$ cat src/inc/qsd_pkg.sv
package qsd_pkg;

    // ==========================================================
    // register offsets (byte addresses)
    // ==========================================================
    localparam logic [7:0] QSD_OFF_CTRL    = 8'h00;  // w: bit0 start task, bit1 stop task
    localparam logic [7:0] QSD_OFF_STATUS  = 8'h04;  // r: bit0 running
    localparam logic [7:0] QSD_OFF_PERIOD  = 8'h08;  // rw: sample_period_setting
    localparam logic [7:0] QSD_OFF_SAMPLE  = 8'h0c;  // r: signed sample value
    localparam logic [7:0] QSD_OFF_ACC     = 8'h10;  // r: motion_accumulator
    localparam logic [7:0] QSD_OFF_DBL     = 8'h14;  // r: double_transition_counter
    localparam logic [7:0] QSD_OFF_CLRACC  = 8'h18;  // w: bit0 clear acc, bit1 clear dbl
    localparam logic [7:0] QSD_OFF_EVENTS  = 8'h20;  // r: sticky events
    localparam logic [7:0] QSD_OFF_EVCLR   = 8'h24;  // w: write 1 to clear event
    localparam logic [7:0] QSD_OFF_INTEN   = 8'h28;  // rw: interrupt enable

    // ==========================================================
    // fields and reset values
    // ==========================================================
    localparam int QSD_BIT_START   = 0;
    localparam int QSD_BIT_STOP    = 1;
    localparam int QSD_EV_SAMPLE   = 0;  // sample_ready_event
    localparam int QSD_EV_ACCUMULATOR_OVERFLOW_EVENT    = 1;  // accumulator_overflow_event
    localparam int QSD_EV_STOPPED  = 2;
    localparam int QSD_EV_W        = 3;
    localparam int QSD_PER_W       = 16;
    localparam int QSD_ACC_W       = 32;
    localparam int QSD_DBL_W       = 4;
    localparam logic [QSD_PER_W-1:0] QSD_PER_RST = 16'h007c;  // 125 cycles = 1 us
    localparam logic [1:0] QSD_RESP_OKAY   = 2'b00;
    localparam logic [1:0] QSD_RESP_SLVERR = 2'b10;

    // decoded step classes
    typedef enum logic [1:0] {
        QSD_STEP_NONE,
        QSD_STEP_POS,
        QSD_STEP_NEG,
        QSD_STEP_DBL
    } qsd_step_t;

endpackage

$ cat src/hw/qsd_core.sv
// The implementer's own choices: register access over AXI4-Lite and the register offsets.
`timescale 1ns/1ps
// Function
// [RULE1] while running, sample phases a and b once per programmed sample period
// [RULE2] sample continuously after start, comparing each pair with the previous pair
// [RULE3] unchanged pair gives value 0, accumulators untouched
// [RULE4] forward gray step gives value 1 and increments motion accumulator
// [RULE5] reverse gray step gives value -1 and decrements motion accumulator
// [RULE6] both phases changed gives value 2 and increments double-transition counter
// [RULE7] software stops and waits for stopped event before changing sample period
// [RULE8] other settings preferably changed only while stopped
// [RULE9] raise sample-ready event for every new sample value written
// [RULE10] step overflowing the motion accumulator is dropped and raises overflow event
// [RULE11] start captures the initial pair as previous, so first sample is quiet
module qsd_core
    import qsd_pkg::*;
(
    input  wire logic        aclk,
    input  wire logic        aresetn,
    input  wire logic [7:0]  s_axi_awaddr,
    input  wire logic        s_axi_awvalid,
    output logic             s_axi_awready,
    input  wire logic [31:0] s_axi_wdata,
    input  wire logic [3:0]  s_axi_wstrb,
    input  wire logic        s_axi_wvalid,
    output logic             s_axi_wready,
    output logic [1:0]       s_axi_bresp,
    output logic             s_axi_bvalid,
    input  wire logic        s_axi_bready,
    input  wire logic [7:0]  s_axi_araddr,
    input  wire logic        s_axi_arvalid,
    output logic             s_axi_arready,
    output logic [31:0]      s_axi_rdata,
    output logic [1:0]       s_axi_rresp,
    output logic             s_axi_rvalid,
    input  wire logic        s_axi_rready,
    input  wire logic        phase_a,
    input  wire logic        phase_b,
    output logic             irq
);
    // ==========================================================
    // state
    // ==========================================================
    logic                 aw_held_q;
    logic [7:0]           aw_addr_q;
    logic                 w_held_q;
    logic [31:0]          w_data_q;
    logic [3:0]           w_strb_q;
    logic                 running_q;
    logic [QSD_PER_W-1:0] period_q;
    logic [QSD_PER_W-1:0] tick_cnt_q;
    logic [1:0]           prev_ab_q;
    logic [1:0]           sample_q;
    logic [QSD_ACC_W-1:0] acc_q;
    logic [QSD_DBL_W-1:0] dbl_q;
    logic [QSD_EV_W-1:0]  events_q;
    logic [QSD_EV_W-1:0]  inten_q;
    qsd_step_t            step;
    logic                 wr_fire;
    logic                 start_w;
    logic                 stop_w;
    logic                 tick;
    logic                 clr_acc_w;
    logic                 clr_dbl_w;
    logic                 acc_of;
    logic [QSD_EV_W-1:0]  ev_set;
    logic [QSD_EV_W-1:0]  ev_clr;

    // helper: a register write that hits a given offset
    function automatic logic wr_hit(input logic [7:0] a, input logic [7:0] off);
        return (a[7:2] == off[7:2]);
    endfunction

    // ==========================================================
    // axi4-lite write channel
    // ==========================================================
    assign wr_fire = aw_held_q && w_held_q && !s_axi_bvalid;

    // address and data are caught independently, in either order
    always_ff @(posedge aclk) begin
        if (!aresetn) begin
            aw_held_q     <= 1'b0;
            aw_addr_q     <= 8'h00;
            s_axi_awready <= 1'b0;
        end else begin
            s_axi_awready <= !aw_held_q && !s_axi_awready && !s_axi_bvalid;
            if (s_axi_awvalid && s_axi_awready) begin
                aw_held_q <= 1'b1;
                aw_addr_q <= s_axi_awaddr;
            end else if (wr_fire) begin
                aw_held_q <= 1'b0;
            end
        end
    end

    always_ff @(posedge aclk) begin
        if (!aresetn) begin
            w_held_q     <= 1'b0;
            w_data_q     <= 32'h0000_0000;
            w_strb_q     <= 4'h0;
            s_axi_wready <= 1'b0;
        end else begin
            s_axi_wready <= !w_held_q && !s_axi_wready && !s_axi_bvalid;
            if (s_axi_wvalid && s_axi_wready) begin
                w_held_q <= 1'b1;
                w_data_q <= s_axi_wdata;
                w_strb_q <= s_axi_wstrb;
            end else if (wr_fire) begin
                w_held_q <= 1'b0;
            end
        end
    end

    // response one cycle after both halves are in
    always_ff @(posedge aclk) begin
        if (!aresetn) begin
            s_axi_bvalid <= 1'b0;
            s_axi_bresp  <= QSD_RESP_OKAY;
        end else if (wr_fire) begin
            s_axi_bvalid <= 1'b1;
            s_axi_bresp  <= (aw_addr_q > QSD_OFF_INTEN) ? QSD_RESP_SLVERR : QSD_RESP_OKAY;
        end else if (s_axi_bready) begin
            s_axi_bvalid <= 1'b0;
        end
    end

    // write strobes for tasks; only byte lane 0 carries them
    assign start_w   = wr_fire && w_strb_q[0] && wr_hit(aw_addr_q, QSD_OFF_CTRL) && w_data_q[QSD_BIT_START];
    assign stop_w    = wr_fire && w_strb_q[0] && wr_hit(aw_addr_q, QSD_OFF_CTRL) && w_data_q[QSD_BIT_STOP];
    assign clr_acc_w = wr_fire && w_strb_q[0] && wr_hit(aw_addr_q, QSD_OFF_CLRACC) && w_data_q[0];
    assign clr_dbl_w = wr_fire && w_strb_q[0] && wr_hit(aw_addr_q, QSD_OFF_CLRACC) && w_data_q[1];
    assign ev_clr    = (wr_fire && w_strb_q[0] && wr_hit(aw_addr_q, QSD_OFF_EVCLR))
                       ? w_data_q[QSD_EV_W-1:0] : '0;

    // ==========================================================
    // settings
    // ==========================================================
    // period written any time; changing it while running is software's problem
    always_ff @(posedge aclk) begin
        if (!aresetn) begin
            period_q <= QSD_PER_RST;
        end else if (wr_fire && wr_hit(aw_addr_q, QSD_OFF_PERIOD)) begin
            if (w_strb_q[0]) period_q[7:0]  <= w_data_q[7:0];
            if (w_strb_q[1]) period_q[15:8] <= w_data_q[15:8];
        end
    end

    always_ff @(posedge aclk) begin
        if (!aresetn) begin
            inten_q <= '0;
        end else if (wr_fire && w_strb_q[0] && wr_hit(aw_addr_q, QSD_OFF_INTEN)) begin
            inten_q <= w_data_q[QSD_EV_W-1:0];
        end
    end

    // ==========================================================
    // run control and sample timing
    // ==========================================================
    // stop wins over a start in the same write
    always_ff @(posedge aclk) begin
        if (!aresetn) begin
            running_q <= 1'b0;
        end else if (stop_w) begin
            running_q <= 1'b0;
        end else if (start_w) begin
            running_q <= 1'b1;                             // [RULE2]
        end
    end

    // one sample every period_q+1 cycles
    assign tick = running_q && (tick_cnt_q == period_q);   // [RULE1]

    always_ff @(posedge aclk) begin
        if (!aresetn) begin
            tick_cnt_q <= '0;
        end else if (!running_q || tick) begin
            tick_cnt_q <= '0;
        end else begin
            tick_cnt_q <= tick_cnt_q + 1'b1;
        end
    end

    // ==========================================================
    // decode and accumulate
    // ==========================================================
    qsd_decode u_decode (
        .prev_ab (prev_ab_q),
        .curr_ab ({phase_a, phase_b}),
        .step    (step)
    );

    always_ff @(posedge aclk) begin
        if (!aresetn) begin
            prev_ab_q <= 2'b00;
        end else if ((start_w && !running_q) || tick) begin
            prev_ab_q <= {phase_a, phase_b};               // [RULE11] [RULE2]
        end
    end

    // sample register: 0, 1, -1 (2'b11) or 2
    always_ff @(posedge aclk) begin
        if (!aresetn) begin
            sample_q <= 2'b00;
        end else if (tick) begin
            unique case (step)
                QSD_STEP_NONE: sample_q <= 2'b00;          // [RULE3]
                QSD_STEP_POS:  sample_q <= 2'b01;          // [RULE4]
                QSD_STEP_NEG:  sample_q <= 2'b11;          // [RULE5]
                QSD_STEP_DBL:  sample_q <= 2'b10;          // [RULE6]
            endcase
        end
    end

    // signed saturation check instead of wrapping
    assign acc_of = tick && ((step == QSD_STEP_POS && acc_q == {1'b0, {(QSD_ACC_W-1){1'b1}}})
                          || (step == QSD_STEP_NEG && acc_q == {1'b1, {(QSD_ACC_W-1){1'b0}}}));

    always_ff @(posedge aclk) begin
        if (!aresetn) begin
            acc_q <= '0;
        end else if (clr_acc_w) begin
            acc_q <= '0;
        end else if (tick && !acc_of) begin
            if (step == QSD_STEP_POS) acc_q <= acc_q + 1'b1;   // [RULE4] [RULE10]
            if (step == QSD_STEP_NEG) acc_q <= acc_q - 1'b1;   // [RULE5] [RULE10]
        end
    end

    // double counter sticks at its top rather than wrapping
    always_ff @(posedge aclk) begin
        if (!aresetn) begin
            dbl_q <= '0;
        end else if (clr_dbl_w) begin
            dbl_q <= '0;
        end else if (tick && step == QSD_STEP_DBL && dbl_q != '1) begin
            dbl_q <= dbl_q + 1'b1;                         // [RULE6]
        end
    end

    // ==========================================================
    // events and interrupt
    // ==========================================================
    assign ev_set[QSD_EV_SAMPLE]  = tick;                  // [RULE9]
    assign ev_set[QSD_EV_ACCUMULATOR_OVERFLOW_EVENT]   = acc_of;                // [RULE10]
    assign ev_set[QSD_EV_STOPPED] = stop_w;

    // set beats a clear landing in the same cycle
    always_ff @(posedge aclk) begin
        if (!aresetn) begin
            events_q <= '0;
        end else begin
            events_q <= (events_q & ~ev_clr) | ev_set;
        end
    end

    always_ff @(posedge aclk) begin
        if (!aresetn) begin
            irq <= 1'b0;
        end else begin
            irq <= |(((events_q & ~ev_clr) | ev_set) & inten_q);
        end
    end

    // ==========================================================
    // axi4-lite read channel
    // ==========================================================
    always_ff @(posedge aclk) begin
        if (!aresetn) begin
            s_axi_arready <= 1'b0;
            s_axi_rvalid  <= 1'b0;
            s_axi_rdata   <= 32'h0000_0000;
            s_axi_rresp   <= QSD_RESP_OKAY;
        end else begin
            s_axi_arready <= !s_axi_arready && !s_axi_rvalid;
            if (s_axi_arvalid && s_axi_arready) begin
                s_axi_rvalid <= 1'b1;
                s_axi_rresp  <= QSD_RESP_OKAY;
                unique case ({s_axi_araddr[7:2], 2'b00})
                    QSD_OFF_STATUS: s_axi_rdata <= {31'h0, running_q};
                    QSD_OFF_PERIOD: s_axi_rdata <= {16'h0, period_q};
                    QSD_OFF_SAMPLE: s_axi_rdata <= {{30{sample_q[1] & sample_q[0]}}, sample_q};
                    QSD_OFF_ACC:    s_axi_rdata <= acc_q;
                    QSD_OFF_DBL:    s_axi_rdata <= {28'h0, dbl_q};
                    QSD_OFF_EVENTS: s_axi_rdata <= {29'h0, events_q};
                    QSD_OFF_INTEN:  s_axi_rdata <= {29'h0, inten_q};
                    QSD_OFF_CTRL, QSD_OFF_CLRACC, QSD_OFF_EVCLR: s_axi_rdata <= 32'h0000_0000;
                    default: begin
                        s_axi_rdata <= 32'h0000_0000;
                        s_axi_rresp <= QSD_RESP_SLVERR;
                    end
                endcase
            end else if (s_axi_rready) begin
                s_axi_rvalid <= 1'b0;
            end
        end
    end
endmodule

$ cat src/hw/qsd_decode.sv
`timescale 1ns/1ps
// classes one phase pair against the previous one
module qsd_decode
    import qsd_pkg::*;
(
    input  wire logic [1:0] prev_ab,
    input  wire logic [1:0] curr_ab,
    output qsd_step_t       step
);
    // ==========================================================
    // gray-code step table, ab = {a, b}
    // ==========================================================
    always_comb begin
        step = QSD_STEP_NONE;                          // [RULE3]
        if (prev_ab != curr_ab) begin
            if ((prev_ab ^ curr_ab) == 2'b11) begin
                step = QSD_STEP_DBL;                   // [RULE6]
            end else begin
                unique case ({prev_ab, curr_ab})
                    4'b0001, 4'b0111, 4'b1110, 4'b1000: step = QSD_STEP_POS;  // [RULE4]
                    default:                            step = QSD_STEP_NEG;  // [RULE5]
                endcase
            end
        end
    end
endmodule

$ cat config.mk
export PLATFORM = sky130hd
export DESIGN_NAME = qsd_core
export DESIGN_NICKNAME = d
export VERILOG_FILES = /design/src/inc/qsd_pkg.sv /design/src/hw/qsd_core.sv /design/src/hw/qsd_decode.sv
export SDC_FILE = /design/constraint.sdc
export NUM_CORES = 1
export LEC_CHECK = 0
export BUFFER_PORTS_ARGS = -buffer_cell sky130_fd_sc_hd__clkbuf_2
export CAP_MARGIN = 20
export CORE_MARGIN = 2
export CORE_UTILIZATION = 53
export CTS_CLUSTER_SIZE = 8
export DETAILED_ROUTE_END_ITERATION = 7
export GPL_ROUTABILITY_DRIVEN = 1
export PLACE_DENSITY = 0.77
export SLEW_MARGIN = 20
export SYNTH_ARGS = -nofsm -noshare
export SYNTH_HDL_FRONTEND = slang
export SYNTH_SLANG_ARGS = --single-unit
$ cat constraint.sdc
create_clock -name aclk -period 3.7 [get_ports aclk]
set_input_delay 0.74 -clock aclk [delete_from_list [all_inputs] [get_ports aclk]]
set_output_delay 0.74 -clock aclk [all_outputs]
set_load 0.03 [all_outputs]
## After elaboration in Yosys (flattened, before gate mapping)

Index checks and enable logic that the tools add are counted.

| word-level totals | value |
|---|---|
| flip-flop bits (word level) | 149 |
| input bits | 61 |
| output and inout bits | 42 |
| logic and storage cells | 137 |

| operators by class | value |
|---|---|
| add/sub/neg operators | 4 |
| $lt $le $gt $ge | 1 |
| equality and inequality tests | 26 |
| muxes and demuxes | 17 |
| bitwise operators | 7 |
| reduce and logical (&&, ||, !) cells | 58 |

Operators with widths:

| cell | count |
|---|---|
| 32-bit case mux with 7 select lines | 1 |
| 32-bit two-way mux | 2 |
| 32-bit by 1-bit adder with 32-bit output (second input constant) | 1 |
| 32-bit by 31-bit == test with 1-bit output (second input constant) | 1 |
| 32-bit == test (second input constant) | 1 |
| 32-bit by 1-bit subtractor with 32-bit output (second input constant) | 1 |
| 6-bit by 4-bit == test with 1-bit output (second input constant) | 5 |
| 1-bit logical AND | 28 |
| 6-bit by 3-bit == test with 1-bit output (second input constant) | 4 |
| 6-bit by 2-bit == test with 1-bit output (second input constant) | 3 |
| 16-bit by 1-bit adder with 16-bit output (second input constant) | 1 |
| 16-bit == test | 1 |
| 6-bit logical NOT | 2 |
| 2-bit two-way mux | 5 |
| 2-bit nonzero test | 5 |
| 10-bit OR reduction | 1 |
| 1-bit logical NOT | 9 |
| 4-bit == test (second input constant) | 2 |
| 8-bit by 6-bit > comparator with 1-bit output (second input constant) | 1 |
| 2-bit case mux with 4 select lines | 1 |
| 2-bit OR reduction | 4 |
| 1-bit two-way mux | 7 |
| 3-bit AND | 2 |
| 2-bit == test (second input constant) | 3 |
| other kinds (18) | 22 |

## Depth between registers and ports, before layout

| logic depth | value |
|---|---|
| depth in word-level cells | 12 |
| gate-level depth with buffers | 16 |
| mapped depth without buffers | 14 |

## Cells and area by module

From an unflattened synthesis, not the netlist that was laid out.

| unflattened totals | value |
|---|---|
| cell total of the unflattened synthesis | 1104 |
| area, all modules | 8498.2 sq um |

Modules (own cells, without submodules):

| module | instances | cells an instance | area an instance (sq um) | seq. area each (sq um) |
|---|---|---|---|---|
| qsd_core | 1 | 1095 | 8443.1 | 2942.8 |
| qsd_decode | 1 | 9 | 55.1 | 0.0 |

## Least setup slack after synthesis

No wires, ideal clock.

| timing path | value |
|---|---|
| path type | input -> register |
| start point | input port phase_b |
| end point | register acc_q[31] |
| library setup time | 0.072 ns |
| arrival | 3.881 ns |
| data required time | 3.628 ns |
| slack | -0.253 ns |
| cell stages on the path | 14 |
| buffers on the path | 1 |
| path through | nand2_1 -> o21ai_0 -> o21ai_0 -> ha_1 -> ha_1 -> clkbuf_1 -> a21oi_1 -> o21ai_0 -> nor4b_1 -> o211ai_1 -> a31oi_1 -> a21oi_1 -> o21ai_2 -> mux2i_1 |

| between the ends | value |
|---|---|
| longest elaborated chain between the ends | 12 |
| elaborated cells between the ends (all ways) | 22 |
| those cells by class | eq/ne: 8; mux: 4; bitwise: 1; reduce/logical: 9 |

Ends and longest elaborated chain:

| what | RTL line | source |
|---|---|---|
| start, declared | qsd_core.sv:38 | `input wire logic phase_b,` |
| 4-bit by 1-bit == test with 1-bit output (tied with other cells) | qsd_decode.sv:19 | `unique case ({prev_ab, curr_ab})` |
| 4-bit OR reduction | qsd_decode.sv:19 |  |
| 2-bit two-way mux | qsd_decode.sv:19 |  |
| 2-bit two-way mux | qsd_decode.sv:16 | `if ((prev_ab ^ curr_ab) == 2'b11) begin` |
| 2-bit two-way mux (*) | qsd_decode.sv:15 | `if (prev_ab != curr_ab) begin` |
| 2-bit by 1-bit == test with 1-bit output / 2-bit == test (equally long branches) | - |  |
| 1-bit logical AND (on tied branches) | qsd_core.sv:215, qsd_core.sv:216 |  |
| 1-bit logical OR | qsd_core.sv:216 | `\|\| (step == QSD_STEP_NEG && acc_q == {1'b1, {(QSD_ACC_W-1){1'b0}}}));` |
| 1-bit logical AND | qsd_core.sv:215 | `assign acc_of = tick && ((step == QSD_STEP_POS && acc_q == {1'b0, {(QSD_ACC_W-1){1'b1}}})` |
| 1-bit logical NOT | qsd_core.sv:223 | `end else if (tick && !acc_of) begin` |
| 1-bit logical AND | qsd_core.sv:223 |  |
| 2-bit AND reduction (no line) | - |  |
| end signal, assigned | qsd_core.sv:224 | `if (step == QSD_STEP_POS) acc_q <= acc_q + 1'b1;` |
| end signal, assigned | qsd_core.sv:225 | `if (step == QSD_STEP_NEG) acc_q <= acc_q - 1'b1;` |
| end, declared | qsd_core.sv:54 | `logic [QSD_ACC_W-1:0] acc_q;` |

Every way passes the cells marked *; elsewhere a longest branch is shown, timed or not.
A chain may end at the register's enable or synchronous reset.

## Worst setup path after layout

| timing path | value |
|---|---|
| start point | input port phase_a |
| end point | register acc_q[31] |

| between the ends | value |
|---|---|
| longest elaborated chain between the ends | 12 |
| elaborated cells between the ends (all ways) | 22 |
| those cells by class | eq/ne: 8; mux: 4; bitwise: 1; reduce/logical: 9 |

Ends and longest elaborated chain:

| what | RTL line | source |
|---|---|---|
| start, declared | qsd_core.sv:37 | `input wire logic phase_a,` |
| 4-bit by 1-bit == test with 1-bit output (tied with other cells) | qsd_decode.sv:19 |  |
| 4-bit OR reduction | qsd_decode.sv:19 |  |
| 2-bit two-way mux | qsd_decode.sv:19 |  |
| 2-bit two-way mux | qsd_decode.sv:16 |  |
| 2-bit two-way mux (*) | qsd_decode.sv:15 |  |
| 2-bit by 1-bit == test with 1-bit output / 2-bit == test (equally long branches) | - |  |
| 1-bit logical AND (on tied branches) | qsd_core.sv:215, qsd_core.sv:216 |  |
| 1-bit logical OR | qsd_core.sv:216 |  |
| 1-bit logical AND | qsd_core.sv:215 |  |
| 1-bit logical NOT | qsd_core.sv:223 |  |
| 1-bit logical AND | qsd_core.sv:223 |  |
| 2-bit AND reduction (no line) | - |  |

Marks and branches as above.

==> impl_metrics.csv <==
group,metric,value,unit
critical_path,end_kind,"flop",
grt,antenna_found_initial,0,
timing,maxSlewViolCount,0,
synthesis,ys.flop_type,"dfxtp_1",
final_layout,ff_latch_area,0.002944,mm2
timing,hold_ws,0.4511,ns
routing,drc,0,
synthesis,syn_area,0.008004,mm2
critical_path,worstPathArrival,3.87,ns
critical_path,critical_path_class,"in -> reg",
power_and_ir_drop,power.density,368.3,mW/mm2
final_layout,diodes,0,
cts,clock_path_buffers,2,
outcome,status,"finished, final reports clean",
routing,drt_iter0_markers,727,
cts,clock_sinks,147,
run,drv_cap,0,
synthesis,ys_types,65,
cts,tritoncts,"built",
power_and_ir_drop,p_leak,4.037,nW
synthesis,yosysMostFrequentCell,"a21oi_1",
grt,use_met2,46.74,%
floorplanning,chipWidth,126.9,um
routing,antenna_left,0,
routing,wl,22380,um
critical_path,r2r-start,"prev_ab_q[0]",
synthesis,ys_async_sr_fraction,0,%
grt,grt_overflow_total,0,
final_layout,multiInputGateArea,0.004757,mm2
grt,grt_start_max_net_pins,78,
power_and_ir_drop,power.total,0.003570,W
floorplanning,coreArea,0.01464,mm2
grt,track_usage,28.24,%
synthesis,yosys-top-cells-area,"dfxtp_1 37%, a21oi_1 9.6%, nand2_1 7.1%",
timing,skew,0.01134,ns
critical_path,cp_max_fo,6,
synthesis,netlist_top_cells_count,"154 x a21oi_1, 152 x nand2_1, 147 x dfxtp_1",
synthesis,synth_edf_count,0,
synthesis,syn_area_per_cell,7.786,um2
critical_path,cp-start-kind,"primary input",
grt,grt_pass1_wl,36670,um
routing,first_pass_iters,5,
cts,root_buffer,"clkbuf_16",
floorplanning,die-area,0.01610,mm2
timing,period_needed,3.512,ns
final_layout,design_area,0.009692,mm2
critical_path,reg2reg_to,"acc_q[31]",
synthesis,synth_top_cell_area_share,36.77,%
synthesis,yosysTopAreaCell,"dfxtp_1",
synthesis,synth_seq_cells,147,
timing,setup_violations,0,
timing,fin_crit_sh,94.91,%
placed_design,portBuffers,80,
timing,relSlewSlack,30.20,%
placed_design,place_area,0.009057,mm2
critical_path,r2r_setup_slack,0.22,ns
grt,grtUsageMet3,5.736,%
floorplanning,dieHeight,126.9,um
timing,finalSetupTns,0,ns
final_layout,drive_gt1_share,18.38,%
floorplanning,row_count,44,
critical_path,crit_end,"acc_q[31]",
placed_design,hpwl,15720,um
synthesis,ys_seq_area_share,36.77,%
critical_path,cp.required,4.05,ns
routing,vias,7973,
cts,htree_levels,4,
timing,hold_viol_final,0,
cts,clkTransAtPathRegs,0.06,ns
grt,grt_util_met1,36.15,%
timing,tightestPinTransition,1.041,ns
grt,grt_pass1_vias,7476,
cts,clk_latency,0.43,ns
routing,wl_per_cell,16.53,um
floorplanning,num_io_pins,103,
cts,cts_buffers,17,
final_layout,nFillCells,1281,
timing,rsz0062_at_grt,"false",
synthesis,syn_inst,1028,
final_layout,syn_to_final_growth,21.09,%
power_and_ir_drop,peakVddDrop,431.1,uV
grt,top_usage_layer,"met2",
floorplanning,start_util,54.66,%
critical_path,rr_worst_depth,14,
placed_design,place.gp.congestion,0.9542,
worst_hold_path,hp-class,"reg -> reg",
synthesis,yosysWarnings,0,
critical_path,critPathLaunch,"phase_a",
timing,max_freq,284.8,MHz
final_layout,finalNetCount,1253,
routing,via_per_inst,5.888,
-- worst min path at each step --
stage          cells past startpoint            end  slack (ns)    startpoint
4_1_cts                            1  s_axi_awready        0.44     aw_held_q
3_3_place_gp                       1  s_axi_awready        0.43     aw_held_q
2_1_floorplan                      1  s_axi_awready        0.42     aw_held_q
6_report                           1  s_axi_awready        0.45     aw_held_q
5_1_grt                            1  s_axi_arready        0.47  s_axi_rvalid
3_5_place_dp                       1  s_axi_awready        0.44     aw_held_q
-- through the flow --
| stage | util (%) | instances | setup slack (ns) |
|---|---|---|---|
| after global placement | 61.85 | 1318 | -0.1796 |
| after detailed placement | 61.85 | 1318 | -0.2921 |
| after floorplan | - | 1029 | 0.04415 |
| final | 66.18 | 1354 | 0.1882 |
| after CTS | 65.81 | 1350 | 0.1241 |
| after global routing | 66.18 | 1354 | 0.03844 |
-- layout make-up --
| class | instances | share of cell area (%) |
|---|---|---|
| Timing Repair Buffer | 170 | 11.33 |
| Clock inverter | 11 | 1.226 |
| Multi-Input combinational cell | 799 | 49.08 |
| Clock buffer | 21 | 4.751 |
| Tap cell | 184 | 2.375 |
| Sequential cell | 147 | 30.38 |
| Inverter | 22 | 0.8521 |
-- logic make-up (layout without fill, tap and decap cells) --
group	after synthesis	in the layout	synth area share, %
simple gates	401	401	23.00
compound gates	273	273	20.20
flops	147	147	36.77
buf+inv	83	224	4.158
xor+xnor	55	55	6.112
fa+ha+maj	36	36	5.690
mux	32	32	4.033
other cells	1	2	0.04685
-- worst max-delay path, cell delays in order --
cell and delay (ns):
clkbuf_2 0.12, mux2i_1 0.07, o21ai_0 0.21, inv_1 0.07, ha_2 0.20, buf_12 0.14, buf_4 0.15, ha_1 0.31
nand3_1 0.10, a311o_1 0.38, o211ai_1 0.44, a31oi_2 0.22, a2111o_1 0.43, o21ai_2 0.07, mux2i_1 0.20
-- state kept, by name, summed over array words and instances (netlist names), 4 cells and up --
| signal | flops |
|---|---|
| tick_cnt_q | 16 |
| period_q | 16 |
| acc_q | 32 |
| aw_addr_q | 8 |
| w_data_q | 16 |
| dbl_q | 4 |
| s_axi_rdata | 32 |
-- per-layer routing --
| metal | vias to the layer above | routed length, um |
|---|---|---|
| li1 | 3901 | - |
| met1 | 3741 | 9577 |
| met2 | 279 | 10700 |
| met3 | 52 | 1422 |
| met4 | 0 | 679 |
| met5 | - | 0 |
-- repair_timing --
action / in CTS / in global routing
gates resized for setup: 0 / 4
setup buffers: 0 / 4
endpoints found under the setup margin: 0 / 11
hold buffers: 0 / 0
-- placed cells by master, fill, tap and decap left out, types with 26 or more instances in the layout --
cell type  synthesis  routed
a21oi_1          154     154
nand2_1          152     152
dfxtp_1          147     146
nor2_1           106     106
buf_4              2      87
clkbuf_2           0      80
nand3_1           40      40
xnor2_1           34      34
ha_1              34      33
mux2i_1           30      30
o21ai_0           29      27
nand4_1           26      26
-- where the power goes --
part | internal [W] | leakage (nW) | total, W | switching (W)
sequential | 0.00160 | 1.19 | 0.00162 | 0.0000179
clock | 0.000978 | 0.281 | 0.00170 | 0.000719
combinational | 0.0000956 | 2.57 | 0.000252 | 0.000156
Power figures use the tool's default switching activity.
